[src/rtl/dmx_uart_regs.svh]
// offsets, field positions, reset values and timing counts of the dmx port
// assumes: included by its bare name from package-aware design files
`ifndef DMX_UART_REGS_SVH
`define DMX_UART_REGS_SVH

`define CLK_HZ 40000000
`define BAUD_HZ 250000
`define DEF_BAUD_DIV (`CLK_HZ / `BAUD_HZ)
`define TX_BREAK_BITS 25
`define RX_BREAK_MIN_BITS 23
`define TX_MAB_BITS 2
`define CHAN_MAX 16'h01FF
`define MODE_DMX 4'hA
`define STOP_TWO 2'h2

`define OFF_CTRL 4'h0
`define OFF_TXCNT 4'h1
`define OFF_RXFIRST 4'h2
`define OFF_RXLAST 4'h3
`define OFF_BAUD 4'h4
`define OFF_TXBUF 4'h5
`define OFF_RXBUF 4'h6
`define OFF_STATUS 4'h7
`define OFF_ERRIE 4'h8

// control register fields
`define CTRL_MODE_LSB 0
`define CTRL_TXON 4
`define CTRL_RXON 5
`define CTRL_STOP_LSB 6
`define CTRL_TRANSMIT_POLARITY 8
`define CTRL_RECEIVE_POLARITY 9

// status register fields
`define ST_TXRDY 0
`define ST_SHEMPTY 1
`define ST_BREAK 2
`define ST_FERR 3
`define ST_OVF 4
`define ST_RXAVAIL 5
`define ST_RXFERR 6
`define ST_IRQ 7

`define ERRIE_RESET 8'h00
`define ERRIE_SHEMPTY 7
`define ERRIE_FERR 3
`define ERRIE_BREAK 2
`define ERRIE_OVF 1

`endif

[src/rtl/dmx_uart_pkg.sv]
// types shared by the dmx serial port
// assumes: compiled before every design file
package dmx_uart_pkg;

   typedef struct packed {
      logic [3:0] addr;
      logic [15:0] wdata;
      logic wr;
      logic rd;
   } reg_req_type;

   typedef struct packed {
      logic [7:0] data;
      logic ferr;
   } rx_byte_type;

   typedef enum logic [2:0] {
      TX_IDLE = 3'b000,
      TX_BREAK = 3'b001,
      TX_MAB = 3'b010,
      TX_WAIT = 3'b011,
      TX_SHIFT = 3'b100
   } tx_state_type;

   typedef enum logic [1:0] {
      RX_IDLE = 2'b00,
      RX_START = 2'b01,
      RX_DATA = 2'b10,
      RX_DONE = 2'b11
   } dmx_rx_state_type;

endpackage : dmx_uart_pkg

[src/rtl/dmx_uart.sv]
// dmx512 controller and receiver mode of an asynchronous serial port
// assumes: plain register port, read data one cycle after the read strobe
// What this block does
// - dmx only on port zero, mode 1010
// - controller break lasts 25 bit times
// - mab, start code, then n+1 bytes, n from txcnt
// - transmit ready flag when buffer free
// - after n+1 data bytes insert break, reset count
// - break accepted only after 23 bits
// - valid break resets receive counters
// - mark after break is not data
// - start code always stored
// - store only channels first through last
// - channel counter starts at zero
// - two byte fifo, overrun flagged
// - low stop bit sets framing error
// - break received flag on every break
// - eight enable bits gate error sources
//
// Added by the designer: the plain strobed port and the register offsets.
`timescale 1ns/1ps
`include "dmx_uart_regs.svh"
module dmx_uart #(
   parameter bit PORT_ZERO = 1'b1
) (
   // clock and reset
   input wire logic core_clk,
   input wire logic rst_n,
   // register port
   input dmx_uart_pkg::reg_req_type reg_req,
   output logic [15:0] reg_rdata,
   // serial line
   input wire logic rx_pin,
   output logic tx_pin,
   // interrupt line gated by the error enables
   output logic err_irq
);
   import dmx_uart_pkg::*;

   logic [9:0] ctrl_reg;
   logic [15:0] txcnt_reg;
   logic [15:0] rxfirst_reg;
   logic [15:0] rxlast_reg;
   logic [15:0] baud_reg;
   logic [7:0] errie_reg;
   logic brk_flag_reg;
   logic ferr_flag_reg;
   logic ovf_flag_reg;
   logic rx_meta_reg;
   logic rx_sync_reg;

   // transmit side
   tx_state_type tx_state_reg;
   logic [7:0] txbuf_reg;
   logic txbuf_full_reg;
   logic [10:0] tx_shift_reg;
   logic [15:0] tx_tick_reg;
   logic [5:0] tx_bits_reg;
   logic [15:0] tx_count_reg;
   logic tx_line_reg;

   // receive side
   dmx_rx_state_type rx_state_reg;
   logic [15:0] chan_reg;
   rx_byte_type fifo_reg [2];
   logic fifo_wp_reg;
   logic fifo_rp_reg;
   logic [1:0] fifo_cnt_reg;

   rx_byte_type rx_byte;
   logic rx_valid;
   logic rx_break;

   function automatic logic hit(input logic [3:0] a, input logic [3:0] off);
      hit = (a == off);
   endfunction : hit

   wire dmx_on = PORT_ZERO &&
      ctrl_reg[`CTRL_MODE_LSB +: 4] == `MODE_DMX;
   wire tx_on = dmx_on && ctrl_reg[`CTRL_TXON];
   wire rx_on = dmx_on && ctrl_reg[`CTRL_RXON];
   wire wr_txbuf = reg_req.wr && hit(reg_req.addr, `OFF_TXBUF);
   wire rd_rxbuf = reg_req.rd && hit(reg_req.addr, `OFF_RXBUF);
   wire tx_ready = !txbuf_full_reg;
   wire tx_tick = (tx_tick_reg == baud_reg - 16'h0001);
   wire shifter_empty = (tx_state_reg == TX_IDLE) ||
      (tx_state_reg == TX_WAIT);
   wire fifo_empty = (fifo_cnt_reg == 2'h0);
   wire rx_line = rx_sync_reg ^ ctrl_reg[`CTRL_RECEIVE_POLARITY];
   wire [15:0] last_eff = (rxlast_reg > `CHAN_MAX) ? `CHAN_MAX : rxlast_reg;
   wire in_window = (chan_reg >= rxfirst_reg) && (chan_reg <= last_eff);
   wire store_start = rx_valid && rx_state_reg == RX_START;
   wire store_chan = rx_valid && rx_state_reg == RX_DATA &&
      in_window;
   wire store = store_start || store_chan;
   wire fifo_push = store && fifo_cnt_reg != 2'h2;
   wire fifo_pop = rd_rxbuf && !fifo_empty;
   wire overrun = store && fifo_cnt_reg == 2'h2;
   wire [7:0] err_src = {shifter_empty, 1'b0, 1'b0, 1'b0,
      ferr_flag_reg, brk_flag_reg, ovf_flag_reg, 1'b0};
   wire irq_any = |(err_src & errie_reg);
   wire [15:0] status_word = {8'h00, irq_any,
      fifo_reg[fifo_rp_reg].ferr & !fifo_empty, !fifo_empty, ovf_flag_reg,
      ferr_flag_reg, brk_flag_reg, shifter_empty, tx_ready};

   dmx_rx_bytes u_rx (
      .core_clk(core_clk),
      .rst_n(rst_n),
      .enable(rx_on),
      .baud_div(baud_reg),
      .rx_in(rx_line),
      .byte_out(rx_byte),
      .byte_valid(rx_valid),
      .break_seen(rx_break)
   );

   // two flops before the pin is looked at
   always_ff @(posedge core_clk) begin
      if (!rst_n) begin
         rx_meta_reg <= 1'b1;
         rx_sync_reg <= 1'b1;
      end else begin
         rx_meta_reg <= rx_pin;
         rx_sync_reg <= rx_meta_reg;
      end
   end

   // register writes and sticky flags; a set beats a same-cycle clear
   always_ff @(posedge core_clk) begin
      if (!rst_n) begin
         ctrl_reg <= 10'h000;
         txcnt_reg <= 16'h0000;
         rxfirst_reg <= 16'h0000;
         rxlast_reg <= `CHAN_MAX;
         baud_reg <= 16'(`DEF_BAUD_DIV);
         errie_reg <= `ERRIE_RESET;
         brk_flag_reg <= 1'b0;
         ferr_flag_reg <= 1'b0;
         ovf_flag_reg <= 1'b0;
      end else begin
         if (reg_req.wr) begin
            if (hit(reg_req.addr, `OFF_CTRL))
               ctrl_reg <= reg_req.wdata[9:0];
            else if (hit(reg_req.addr, `OFF_TXCNT))
               txcnt_reg <= reg_req.wdata;
            else if (hit(reg_req.addr, `OFF_RXFIRST))
               rxfirst_reg <= reg_req.wdata;
            else if (hit(reg_req.addr, `OFF_RXLAST))
               rxlast_reg <= reg_req.wdata;
            else if (hit(reg_req.addr, `OFF_BAUD))
               baud_reg <= (reg_req.wdata == 16'h0000) ? 16'h0001 :
                  reg_req.wdata;
            else if (hit(reg_req.addr, `OFF_ERRIE))
               errie_reg <= reg_req.wdata[7:0];
            else if (hit(reg_req.addr, `OFF_STATUS)) begin
               // write one to clear
               if (reg_req.wdata[`ST_BREAK])
                  brk_flag_reg <= 1'b0;
               if (reg_req.wdata[`ST_FERR])
                  ferr_flag_reg <= 1'b0;
               if (reg_req.wdata[`ST_OVF])
                  ovf_flag_reg <= 1'b0;
            end
         end
         if (rx_break)
            brk_flag_reg <= 1'b1;
         if (fifo_push && rx_byte.ferr)
            ferr_flag_reg <= 1'b1;
         if (overrun)
            ovf_flag_reg <= 1'b1;
      end
   end

   // read data one cycle after the strobe, unmapped reads return zero
   wire [15:0] rd_mux =
      hit(reg_req.addr, `OFF_CTRL) ? {6'h00, ctrl_reg} :
      hit(reg_req.addr, `OFF_TXCNT) ? txcnt_reg :
      hit(reg_req.addr, `OFF_RXFIRST) ? rxfirst_reg :
      hit(reg_req.addr, `OFF_RXLAST) ? rxlast_reg :
      hit(reg_req.addr, `OFF_BAUD) ? baud_reg :
      hit(reg_req.addr, `OFF_RXBUF) ?
         {8'h00, fifo_empty ? 8'h00 : fifo_reg[fifo_rp_reg].data} :
      hit(reg_req.addr, `OFF_STATUS) ? status_word :
      hit(reg_req.addr, `OFF_ERRIE) ? {8'h00, errie_reg} : 16'h0000;

   always_ff @(posedge core_clk) begin
      if (!rst_n)
         reg_rdata <= 16'h0000;
      else
         reg_rdata <= reg_req.rd ? rd_mux : 16'h0000;
   end

   always_ff @(posedge core_clk) begin
      if (!rst_n)
         err_irq <= 1'b0;
      else
         err_irq <= irq_any;
   end

   // receive fifo, two entries
   always_ff @(posedge core_clk) begin
      if (!rst_n || !rx_on) begin
         fifo_wp_reg <= 1'b0;
         fifo_rp_reg <= 1'b0;
         fifo_cnt_reg <= 2'h0;
         fifo_reg[0] <= '0;
         fifo_reg[1] <= '0;
      end else begin
         if (fifo_push) begin
            fifo_reg[fifo_wp_reg] <= rx_byte;
            fifo_wp_reg <= !fifo_wp_reg;
         end
         if (fifo_pop)
            fifo_rp_reg <= !fifo_rp_reg;
         fifo_cnt_reg <= fifo_cnt_reg + {1'b0, fifo_push} -
            {1'b0, fifo_pop};
      end
   end

   // receive frame tracking; bytes before a break are ignored
   always_ff @(posedge core_clk) begin
      if (!rst_n || !rx_on) begin
         rx_state_reg <= RX_IDLE;
         chan_reg <= 16'h0000;
      end else if (rx_break) begin
         // mab is simply idle line, no byte appears until start code
         rx_state_reg <= RX_START;
         chan_reg <= 16'h0000;
      end else if (rx_valid) begin
         case (rx_state_reg)
            RX_START: begin
               rx_state_reg <= RX_DATA;
               chan_reg <= 16'h0000;
            end
            RX_DATA: begin
               if (chan_reg >= last_eff)
                  rx_state_reg <= RX_DONE;
               chan_reg <= chan_reg + 16'h0001;
            end
            default: rx_state_reg <= rx_state_reg;
         endcase
      end
   end

   // transmit buffer: one byte held until the frame engine takes it
   wire tx_take = (tx_state_reg == TX_WAIT) && txbuf_full_reg;

   always_ff @(posedge core_clk) begin
      if (!rst_n || !tx_on)
         txbuf_full_reg <= 1'b0;
      else if (wr_txbuf && tx_ready)
         txbuf_full_reg <= 1'b1;
      else if (tx_take)
         txbuf_full_reg <= 1'b0;
   end

   always_ff @(posedge core_clk) begin
      if (!rst_n)
         txbuf_reg <= 8'h00;
      else if (wr_txbuf && tx_ready)
         txbuf_reg <= reg_req.wdata[7:0];
   end

   // frame engine: break, mab, then start code plus txcnt_reg + 1 data bytes
   always_ff @(posedge core_clk) begin
      if (!rst_n || !tx_on) begin
         tx_state_reg <= TX_IDLE;
         tx_shift_reg <= 11'h7FF;
         tx_tick_reg <= 16'h0000;
         tx_bits_reg <= 6'h00;
         tx_count_reg <= 16'h0000;
         tx_line_reg <= 1'b1;
      end else begin
         tx_tick_reg <= (tx_tick || tx_state_reg == TX_IDLE ||
            tx_state_reg == TX_WAIT) ? 16'h0000 : tx_tick_reg + 16'h0001;
         case (tx_state_reg)
            TX_IDLE: begin
               tx_line_reg <= 1'b1;
               if (txbuf_full_reg) begin
                  tx_state_reg <= TX_BREAK;
                  tx_bits_reg <= 6'h00;
                  tx_line_reg <= 1'b0;
               end
            end
            TX_BREAK: begin
               tx_line_reg <= 1'b0;
               if (tx_tick) begin
                  tx_bits_reg <= tx_bits_reg + 6'h01;
                  if (tx_bits_reg == 6'(`TX_BREAK_BITS - 1)) begin
                     tx_state_reg <= TX_MAB;
                     tx_bits_reg <= 6'h00;
                     tx_line_reg <= 1'b1;
                  end
               end
            end
            TX_MAB: begin
               tx_line_reg <= 1'b1;
               if (tx_tick) begin
                  tx_bits_reg <= tx_bits_reg + 6'h01;
                  if (tx_bits_reg == 6'(`TX_MAB_BITS - 1)) begin
                     tx_state_reg <= TX_WAIT;
                     tx_count_reg <= 16'h0000;
                  end
               end
            end
            TX_WAIT: begin
               tx_line_reg <= 1'b1;
               if (tx_take) begin
                  // start, 8 data lsb first, two stop bits
                  tx_shift_reg <= {2'b11, txbuf_reg, 1'b0};
                  tx_line_reg <= 1'b0;
                  tx_bits_reg <= 6'h00;
                  tx_state_reg <= TX_SHIFT;
               end
            end
            TX_SHIFT: begin
               tx_line_reg <= tx_shift_reg[0];
               if (tx_tick) begin
                  tx_shift_reg <= {1'b1, tx_shift_reg[10:1]};
                  tx_line_reg <= tx_shift_reg[1];
                  tx_bits_reg <= tx_bits_reg + 6'h01;
                  if (tx_bits_reg == 6'h0A) begin
                     tx_line_reg <= 1'b1;
                     tx_count_reg <= tx_count_reg + 16'h0001;
                     // start code is item 0, so the frame ends at count n+1, after n+1 data bytes
                     if (tx_count_reg == txcnt_reg + 16'h0001)
                        tx_state_reg <= TX_IDLE;
                     else
                        tx_state_reg <= TX_WAIT;
                  end
               end
            end
            default: tx_state_reg <= TX_IDLE;
         endcase
      end
   end

   // polarity applied at the pin; line idles high when disabled
   always_ff @(posedge core_clk) begin
      if (!rst_n)
         tx_pin <= 1'b1;
      else
         tx_pin <= tx_on ? (tx_line_reg ^ ctrl_reg[`CTRL_TRANSMIT_POLARITY]) : 1'b1;
   end

endmodule : dmx_uart

[src/rtl/dmx_rx_bytes.sv]
// serial byte receiver with break detection, oversampled by the baud divisor
// assumes: rx_in already synchronised and polarity corrected
`timescale 1ns/1ps
`include "dmx_uart_regs.svh"
module dmx_rx_bytes (
   // clock and reset
   input wire logic core_clk,
   input wire logic rst_n,
   // setup
   input wire logic enable,
   input wire logic [15:0] baud_div,
   // line
   input wire logic rx_in,
   // results
   output dmx_uart_pkg::rx_byte_type byte_out,
   output logic byte_valid,
   output logic break_seen
);
   import dmx_uart_pkg::*;

   logic [15:0] tick_reg;
   logic [3:0] bit_reg;
   logic [7:0] shift_reg;
   logic busy_reg;
   logic [5:0] low_bits_reg;
   logic brk_done_reg;
   logic stop_bad_reg;
   wire [15:0] half = {1'b0, baud_div[15:1]};
   wire tick_end = (tick_reg == baud_div - 16'h0001);

   always_ff @(posedge core_clk) begin
      byte_valid <= 1'b0;
      break_seen <= 1'b0;
      if (!rst_n || !enable) begin
         tick_reg <= 16'h0000;
         bit_reg <= 4'h0;
         shift_reg <= 8'h00;
         busy_reg <= 1'b0;
         low_bits_reg <= 6'h00;
         brk_done_reg <= 1'b0;
         stop_bad_reg <= 1'b0;
         byte_out <= '0;
      end else begin
         // break length measured in whole bit times of continuous low
         if (rx_in) begin
            low_bits_reg <= 6'h00;
            brk_done_reg <= 1'b0;
         end else if (tick_end && low_bits_reg != 6'h3F) begin
            low_bits_reg <= low_bits_reg + 6'h01;
         end
         if (!rx_in && !brk_done_reg &&
             low_bits_reg == 6'(`RX_BREAK_MIN_BITS)) begin
            break_seen <= 1'b1;
            brk_done_reg <= 1'b1;
            busy_reg <= 1'b0;
         end
         tick_reg <= tick_end ? 16'h0000 : tick_reg + 16'h0001;
         if (!busy_reg) begin
            if (!rx_in && !brk_done_reg && low_bits_reg == 6'h00) begin
               busy_reg <= 1'b1;
               tick_reg <= baud_div - half;
               bit_reg <= 4'h0;
               stop_bad_reg <= 1'b0;
            end
         end else if (tick_end && !brk_done_reg) begin
            bit_reg <= bit_reg + 4'h1;
            if (bit_reg >= 4'h1 && bit_reg <= 4'h8)
               shift_reg <= {rx_in, shift_reg[7:1]};
            if (bit_reg == 4'h9 && !rx_in)
               stop_bad_reg <= 1'b1;
            if (bit_reg == 4'hA) begin
               busy_reg <= 1'b0;
               byte_out.data <= shift_reg;
               byte_out.ferr <= stop_bad_reg | !rx_in;
               // both stops low is the front of a break, never data
               byte_valid <= rx_in | !stop_bad_reg;
            end
         end
      end
   end
endmodule : dmx_rx_bytes

[config.mk]
export PLATFORM = sky130hd
export DESIGN_NAME = dmx_uart
export DESIGN_NICKNAME = d
export VERILOG_FILES = /design/src/rtl/dmx_uart_pkg.sv /design/src/rtl/dmx_uart.sv /design/src/rtl/dmx_rx_bytes.sv
export VERILOG_INCLUDE_DIRS = /design/src /design/src/rtl
export SDC_FILE = /design/constraint.sdc
export NUM_CORES = 1
export LEC_CHECK = 0
export ABC_AREA = 0
export BUFFER_PORTS_ARGS = -buffer_cell sky130_fd_sc_hd__buf_4
export CAP_MARGIN = 20
export CORE_UTILIZATION = 50
export CTS_CLUSTER_SIZE = 16
export DETAILED_ROUTE_END_ITERATION = 10
export PLACE_DENSITY = 0.7
export SLEW_MARGIN = 20
export SYNTH_ARGS = -nofsm -noshare
export SYNTH_HDL_FRONTEND = slang
export SYNTH_SLANG_ARGS = --single-unit
[constraint.sdc]
create_clock -name core_clk -period 3.4 [get_ports core_clk]
set_input_delay 0.51 -clock core_clk [delete_from_list [all_inputs] [get_ports core_clk]]
set_output_delay 0.51 -clock core_clk [all_outputs]
set_load 0.05 [all_outputs]
==> results.tsv, run 1 <==
metric	value	unit
status	completed	
pre-CTS setup slack	-0.108	ns
wire per inst	17.9	um
share of the synthesized area in the top cell type	32.4	%
crit path max-delay cell type	nor4_4	
largest family of logic cells by synthesized area	simple AND/OR/NAND/NOR gates	
Hold Crit Class	in2reg	
total wire length	39.3	mm
Placer Congestion	0.950	
crit-path cells	inv_1 -> ha_1 -> nand4b_1 -> xnor2_1 -> o221ai_1 -> a211o_1 -> nor4_4 -> nand4b_4 -> nor2_4 -> nand4_1 -> mux2i_1	
Final #Nets	1903	
clock latency on the worst-skew pair	0.55	ns
pwr dens	413	mW/mm^2
via count	12600	
Post-synth EDFFs	18	
first-pass GRT wire length	63.0	mm
Final Core Density	57.9	%
Startpoint Class	register	
Critical Path RT	3.84	ns
row count	62	
gr ovfl total	0	
Rel. slew slack	31.0	%
Compound-Gate Fraction of Synth Area	15.1	%
Clk pin slew, worst setup/hold paths	0.07	ns
Starting Density	50.8	%
Max-cap violations	0	
post-detail-place hpwl	29.1	mm
First-pass DRT Iterations	7	
commonest non-fill, non-tap cell in the layout	nand2_1	
Crit Path Class	reg2reg	
share of layout cells above drive strength 1	10.9	%
P_leak	6.38	nW
DR DRC count	0	
post-synthesis mux area share	3.86	%
yosys synthesis warning count	0	
Critical Path End Type	register	
setup TNS	0	ns
Synth Register Bits	254	
worst-path maximum fanout	10	
xor/xnor share of the synthesized area	8.91	%
Post-synth top flop	dfxtp_1	
Core Region	0.0287	mm^2
Peak VDD IR	0.000411	V
Synth Area in Adders	7.42	%
Area Overhead vs Synth	13.8	%
pin count of the biggest net entering global routing	99	
Worst-Margin Slew	1.03	ns
die width	173	um
register area share after synthesis	36.1	%
synth unique cells	90	
fraction of the cycle the final worst path needs	95.4	%
final hold viol count	0	
Yosys top cell by area	dfxtp_1	
max reg flops	18	
vias in the first global route	11900	
clk sinks	254	
TritonCTS clock tree	yes	
minimum clock period	3.24	ns
Root Driver	clkbuf_16	
CTS buffer count	28	
final slew viol count	0	
Post-synth ARST share	0	%
Synth Cell Area	0.0146	mm^2
Avg Cell Area, Syn	8.36	um^2
Mapped Cells	1746	
Fill cells	2607	
RSZ-0062 raised after global routing	yes	
Vias/cell	5.74	
clock skew	0.0179	ns
PortBufs	42	
IO Pins	43	
setup violators final	0	
gr usage total	25.9	%
H-tree levels	1	
most frequent cells in the layout	249 x nand2_1, 235 x dfxtp_1, 161 x nor2_1, 93 x buf_4	
Max Root-Sink Buffers	3	
post-synthesis simple-gate area fraction	24.3	%
Die ar.	0.0299	mm^2
Antenna Nets Post-Route	0	
Die Y	173	um
Max Fclk	308	MHz
initial antenna violation count	0	
Worst Path Arrival	3.68	ns
top post-synthesis cells by area	dfxtp_1 32%, ha_1 7.3%, nand2_1 6.5%	
PnR worst setup slack	0.155	ns
initial drt markers	1113	
largest stage delay on the critical path	0.38	ns
[worst max-delay path, delay by kind of cell, from the launching register on]
family,cells,cell delay [ns]
AOI/OAI and AO/OA,2,0.46
muxes,1,0.15
DFF,1,0.32
buffers and inverters,1,0.18
and+or+nand+nor,5,1.38
xor gates and xnor gates,1,0.33
adders and majority gates,1,0.30
[power by group]
group | total (mW) | switching [mW] | internal, mW
sequential | 3.04 | 0.0168 | 3.02
clock | 3.45 | 1.26 | 2.19
combinational | 0.366 | 0.230 | 0.136
[area by class of cell]
class,count,area (um^2),area share (%)
antenna,1,2.50,0.0151
clock buffer,40,817,4.92
clock inverter,12,235,1.42
inverter,74,278,1.67
multi-input combinational,1340,8820,53.1
sequential,254,5270,31.7
tap,384,480,2.89
timing repair buffer,94,709,4.27
[repair_timing]
item                                    4_1_cts  5_1_grt
gates cloned                                  0        0
setup buffers                                 3        5
hold buffers                                  0        0
endpoints found under the setup margin        1       57
pin swaps                                     9        6
resized for setup                             9       16
[Yosys cell counts, types with 7 or more instances]
master      n
mux2i_1    54
o21ai_0    41
nand2_1   251
a222oi_1    8
nand3_1    68
ha_1       85
a21oi_1    78
nand2b_1   20
buf_2       7
dfxtp_1   236
and2_1     30
a21o_1     16
a21boi_0   64
nand3b_1    7
xnor2_1    81
inv_1      74
edfxtp_1   18
or3_1       7
clkbuf_1   68
and4_1      7
nor2b_1    28
nor4_1     11
and3_1     29
nand4_1    25
a22oi_1    12
nor3_1     43
a31oi_1     8
nor2_1    164
o211ai_1   10
xor2_1     56
[cell families after synthesis]
| group | count (synthesis) |
|---|---|
| xor+xnor | 142 |
| other cells | 1 |
| compound gates | 320 |
| mux | 56 |
| simple gates | 729 |
| buf+inv | 158 |
| fa+ha+maj | 86 |
| flops | 254 |
[stage by stage]
step           hold slack (ns)  area [um^2]  total power, mW  std cells
3_5_place_dp             0.408        15400             3.46       2138
6_report                 0.176        16600             6.85       2199
4_1_cts                  0.162        16500             6.87       2193
5_1_grt                  0.175        16600             7.03       2198
3_3_place_gp             0.404        15400             3.45       2138
2_1_floorplan            0.386        14600             3.33       1752
[layer usage]
layer | track usage [%] | routed length, um
met1 | 34.8 | 17300
met5 | 0 | 0
met4 | 7.85 | 1100
met2 | 42.2 | 17900
met3 | 4.68 | 2930
[path summary, 6_finish.rpt]
path,from,depth (start not counted),to,slack [ns]
min,rx_pin,2,rx_meta_reg,0.18
min reg2reg,rx_meta_reg,1,rx_sync_reg,0.42
max reg2reg,baud_reg[6],11,tx_count_reg[15],0.16
max,baud_reg[6],11,tx_count_reg[15],0.16
No activity file was read; power rests on OpenSTA's default activity.
==> run 2: changes to the inputs <==
--- a/config.mk
+++ b/config.mk
@@ -9,10 +9,10 @@
 export ABC_AREA = 0
 export BUFFER_PORTS_ARGS = -buffer_cell sky130_fd_sc_hd__buf_4
 export CAP_MARGIN = 20
-export CORE_UTILIZATION = 50
+export CORE_UTILIZATION = 45
 export CTS_CLUSTER_SIZE = 16
 export DETAILED_ROUTE_END_ITERATION = 10
-export PLACE_DENSITY = 0.7
+export PLACE_DENSITY = 0.64
 export SLEW_MARGIN = 20
 export SYNTH_ARGS = -nofsm -noshare
 export SYNTH_HDL_FRONTEND = slang
==> results.tsv, run 2 (synthesized netlist as in run 1, its figures left out) <==
metric	value	unit
Area Overhead vs Synth	14.4	%
RSZ-0062 raised after global routing	yes	
first-pass GRT wire length	63.1	mm
Max Fclk	303	MHz
post-detail-place hpwl	29.6	mm
post-layout power	6.72	mW
Worst Path Arrival	3.76	ns
gr usage total	23.8	%
total wire length	39.5	mm
crit-path cells	nor4_2 -> nand2_1 -> buf_6 -> nor2_2 -> ha_1 -> nor2b_4 -> o21ai_2 -> nand2b_1 -> a21oi_2 -> o21ai_1 -> a21oi_2 -> o41ai_4 -> or2_4 -> ha_4 -> inv_2 -> ha_4 -> xor2_2 -> xnor2_1 -> nor2_1	
gr ovfl total	0	
most frequent cells in the layout	249 x nand2_1, 234 x dfxtp_1, 161 x nor2_1, 92 x buf_4, 81 x xnor2_1	
Final #Nets	1902	
commonest non-fill, non-tap cell in the layout	nand2_1	
minimum clock period	3.30	ns
H-tree levels	1	
initial antenna violation count	3	
Max Root-Sink Buffers	3	
TritonCTS clock tree	yes	
worst-path maximum fanout	4	
Critical Path End Type	register	
max reg flops	18	
clock skew	0.0310	ns
Critical Path RT	3.86	ns
Fill cells	2974	
PnR worst setup slack	0.103	ns
Rel. slew slack	39.6	%
Root Driver	clkbuf_16	
wire per inst	17.8	um
DR DRC count	0	
CTS Hold Bufs	0	
crit path max-delay cell type	dfxtp_2	
pin count of the biggest net entering global routing	98	
Peak VDD IR	0.000401	V
via count	12400	
vias in the first global route	11900	
P_leak	6.40	nW
Hold Crit Class	in2reg	
status	completed	
Startpoint Class	register	
final hold viol count	0	
die width	182	um
Starting Density	46.0	%
Die ar.	0.0332	mm^2
fraction of the cycle the final worst path needs	97.0	%
Placer Congestion	0.916	
Crit Path Class	reg2reg	
Vias/cell	5.62	
Antenna Nets Post-Route	0	
Worst-Margin Slew	0.906	ns
First-pass DRT Iterations	8	
CTS buffer count	28	
dpl cell area	0.0155	mm^2
clk sinks	254	
Die Y	182	um
PortBufs	42	
row count	65	
IO Pins	43	
Max-cap violations	0	
largest stage delay on the critical path	0.33	ns
final slew viol count	0	
clock latency on the worst-skew pair	0.57	ns
pwr dens	403	mW/mm^2
initial drt markers	1009	
share of layout cells above drive strength 1	11.8	%
Clk pin slew, worst setup/hold paths	0.07	ns
setup violators final	0	
Core Region	0.0317	mm^2
pre-CTS setup slack	-0.0736	ns
Finished Cell Area	0.0167	mm^2
run 2: through the flow:
step	hold WS, ns	setup TNS [ns]	std cells	util, %
finish	0.159	0	2215	52.6
CTS	0.129	0	2212	52.1
global route	0.153	-0.0644	2214	52.6
floorplan	0.386	0	1752	-
global placement	0.397	-0.0337	2161	48.8
detailed placement	0.393	-0.469	2161	48.8
run 2: layout make-up:
| type | instances | area [um^2] | share of cell area (%) |
|---|---|---|---|
| clock buffers | 35 | 787 | 4.71 |
| flip-flops and latches | 254 | 5270 | 31.6 |
| multi-input cells | 1340 | 8920 | 53.5 |
| clock inverters | 16 | 230 | 1.38 |
| diodes | 1 | 2.50 | 0.0150 |
| inverters | 74 | 278 | 1.66 |
| well taps | 402 | 503 | 3.01 |
| repair buffers | 93 | 702 | 4.20 |
run 2: final timing paths:
| check | slack (ns) | start | cells past startpoint | endpoint |
|---|---|---|---|---|
| worst min register to register | 0.40 | rx_meta_reg | 1 | rx_sync_reg |
| worst max register to register | 0.10 | rxlast_reg[15] | 19 | fifo_cnt_reg[1] |
| worst max-delay path | 0.10 | rxlast_reg[15] | 19 | fifo_cnt_reg[1] |
| worst min-delay path | 0.16 | rx_pin | 2 | rx_meta_reg |
run 2: worst max-delay path: cells and delay by family, from the launching register on:
kind / cells / cell delay (ns)
compound gates: 5 / 0.63
xor+xnor: 2 / 0.31
fa+ha+maj: 3 / 0.66
buf+inv: 2 / 0.21
flops: 1 / 0.33
simple gates: 7 / 1.04
run 2: power by group:
part | internal [mW] | switching [mW]
Combinational | 0.138 | 0.224
Clock | 2.02 | 1.30
Sequential | 3.02 | 0.0176
run 2: layer usage:
layer	wire length, um	GRT usage, %
met2	17700	38.2
met4	1910	11.0
met5	30	0
met1	17400	31.0
met3	2570	4.21
run 2: what timing repair did:
action                     4_1_cts  5_1_grt
setup endpoints to repair       18       74
buffers inserted                 0        3
pin swaps                        1       16
resized for setup                3       39
==> run 3: changes to the inputs <==
--- a/config.mk
+++ b/config.mk
@@ -13,6 +13,7 @@
 export CTS_CLUSTER_SIZE = 16
 export DETAILED_ROUTE_END_ITERATION = 10
 export PLACE_DENSITY = 0.64
+export SETUP_SLACK_MARGIN = 0.3
 export SLEW_MARGIN = 20
 export SYNTH_ARGS = -nofsm -noshare
 export SYNTH_HDL_FRONTEND = slang
==> results.tsv, run 3 (synthesized netlist as in run 1, its figures left out) <==
metric	value	unit
status	completed	
busiest layer in global routing	met2	
internal power	4.98	mW
Area Overhead vs Synth	15.0	%
most frequent cells in the layout	248 x nand2_1, 232 x dfxtp_1, 161 x nor2_1, 96 x buf_4, 78 x xnor2_1	
post-detail-place hpwl	29.1	mm
Critical Path End Type	register	
first-pass GRT wire length	64.0	mm
Die ar.	0.0332	mm^2
fraction of the cycle the final worst path needs	91.6	%
Critical Path RT	3.84	ns
total wire length	40.2	mm
met3 Usage GRT	3.37	%
Peak VDD IR	0.000370	V
Die Y	182	um
minimum clock period	3.11	ns
gr usage total	24.2	%
die width	182	um
initial antenna violation count	1	
NetSw	1.53	mW
worst setup path startpoint	rxlast_reg[13]	
RSZ-0062 raised after global routing	yes	
Clk pin slew, worst setup/hold paths	0.06	ns
row count	65	
Fill cells	2971	
Worst Path Arrival	3.55	ns
final hold viol count	0	
CTS buffer count	28	
Max Fclk	321	MHz
clock latency on the worst-skew pair	0.56	ns
gr ovfl total	0	
Startpoint Class	register	
Max Root-Sink Buffers	3	
via count	12600	
Root Driver	clkbuf_16	
share of layout cells above drive strength 1	13.3	%
DR DRC count	0	
TritonCTS clock tree	yes	
Final #Nets	1910	
dpl cell area	0.0155	mm^2
final slew viol count	0	
P_leak	6.41	nW
commonest non-fill, non-tap cell in the layout	nand2_1	
max reg flops	18	
pwr dens	388	mW/mm^2
Critical R2R Launch	rxlast_reg[13]	
met2 Use GR	39.3	%
H-tree levels	1	
wire per inst	18.1	um
Antenna Nets Post-Route	0	
Vias/cell	5.66	
Comb pwr share	5.8	%
Placer Congestion	0.912	
worst-path maximum fanout	4	
clk sinks	254	
Worst-Margin Slew	1.01	ns
PortBufs	42	
Core Region	0.0317	mm^2
setup TNS	0	ns
pin count of the biggest net entering global routing	99	
IO Pins	43	
vias in the first global route	11800	
area of the multi-input gates	0.00902	mm^2
clock share of power	47.5	%
Sw Share	23.6	%
Rel. slew slack	32.4	%
Starting Density	46.0	%
sequential power share	46.7	%
setup violators final	0	
Hold Crit Class	in2reg	
clock skew	0.0203	ns
Finished Cell Area	0.0168	mm^2
initial drt markers	1022	
grt met1 use	33.5	%
Crit Path Class	reg2reg	
CTS Hold Bufs	0	
Reg area	0.00527	mm^2
startpoint of the worst hold path	rx_pin	
First-pass DRT Iterations	8	
Max-cap violations	0	
[run 3: cell types whose count changed in the layout (fill, tap and decap cells not counted), moves of 3 or more]
cell      change
inv_1         -7
buf_6         +3
ha_1          -4
xnor2_1       -3
buf_4         +4
inv_2         +7
clkbuf_8      -3
[run 3: worst max-delay path, stage by stage, from the launching register on]
cell	delay, ns
dfxtp_2	0.34
nor4_4	0.27
nand2_2	0.16
or2_4	0.28
ha_4	0.26
nand3_2	0.07
nor4_4	0.31
o31a_1	0.22
o41ai_4	0.09
or2_4	0.26
ha_4	0.26
inv_2	0.04
ha_4	0.15
xor2_2	0.14
xnor2_1	0.13
nor2_1	0.05
[run 3: layout make-up]
class	count	share of cell area, %
timing repair buffer	100	4.56
inverter	74	1.65
multi-input combinational	1341	53.8
antenna	1	0.0149
clock buffer	34	4.49
clock inverter	18	1.11
tap	402	3.00
sequential	254	31.4
[run 3: timing repair]
item                                    CTS  global route
pin swaps                                13            22
endpoints found under the setup margin   42            80
gates cloned                              2             0
resized for setup                        26            38
buffers inserted                          5             8
[run 3: metal layers]
layer / vias up / routed length, um
met1: 6017 / 18700
met3: 68 / 2290
met4: 0 / 975
li1: 6173 / -
met2: 320 / 18200
met5: - / 0
[run 3: worst paths after layout]
check	end	slack (ns)	cells past startpoint
hold / removal	rx_meta_reg	0.16	2
setup reg to reg	fifo_cnt_reg[1]	0.29	15
hold reg to reg	rx_sync_reg	0.41	1
setup / recovery	fifo_cnt_reg[1]	0.29	15
[run 3: stage by stage]
step | utilization, % | total power [mW] | setup slack (ns) | hold WS (ns) | cells
2_1_floorplan | - | 3.33 | 0.215 | 0.386 | 1752
3_3_place_gp | 48.9 | 3.46 | 0.105 | 0.399 | 2156
3_5_place_dp | 48.9 | 3.46 | 0.0810 | 0.391 | 2156
4_1_cts | 52.3 | 6.55 | 0.237 | 0.127 | 2215
5_1_grt | 52.9 | 6.71 | 0.126 | 0.152 | 2223
6_report | 52.9 | 6.51 | 0.286 | 0.159 | 2224
[run 3: power groups by stage]
stage / Combinational [mW] / Sequential (mW) / Clock (mW)
floorplan: 0.220 / 3.11 / 0
global placement: 0.349 / 3.11 / 0
detailed placement: 0.351 / 3.11 / 0
CTS: 0.359 / 3.04 / 3.15
global route: 0.399 / 3.04 / 3.27
finish: 0.375 / 3.04 / 3.09
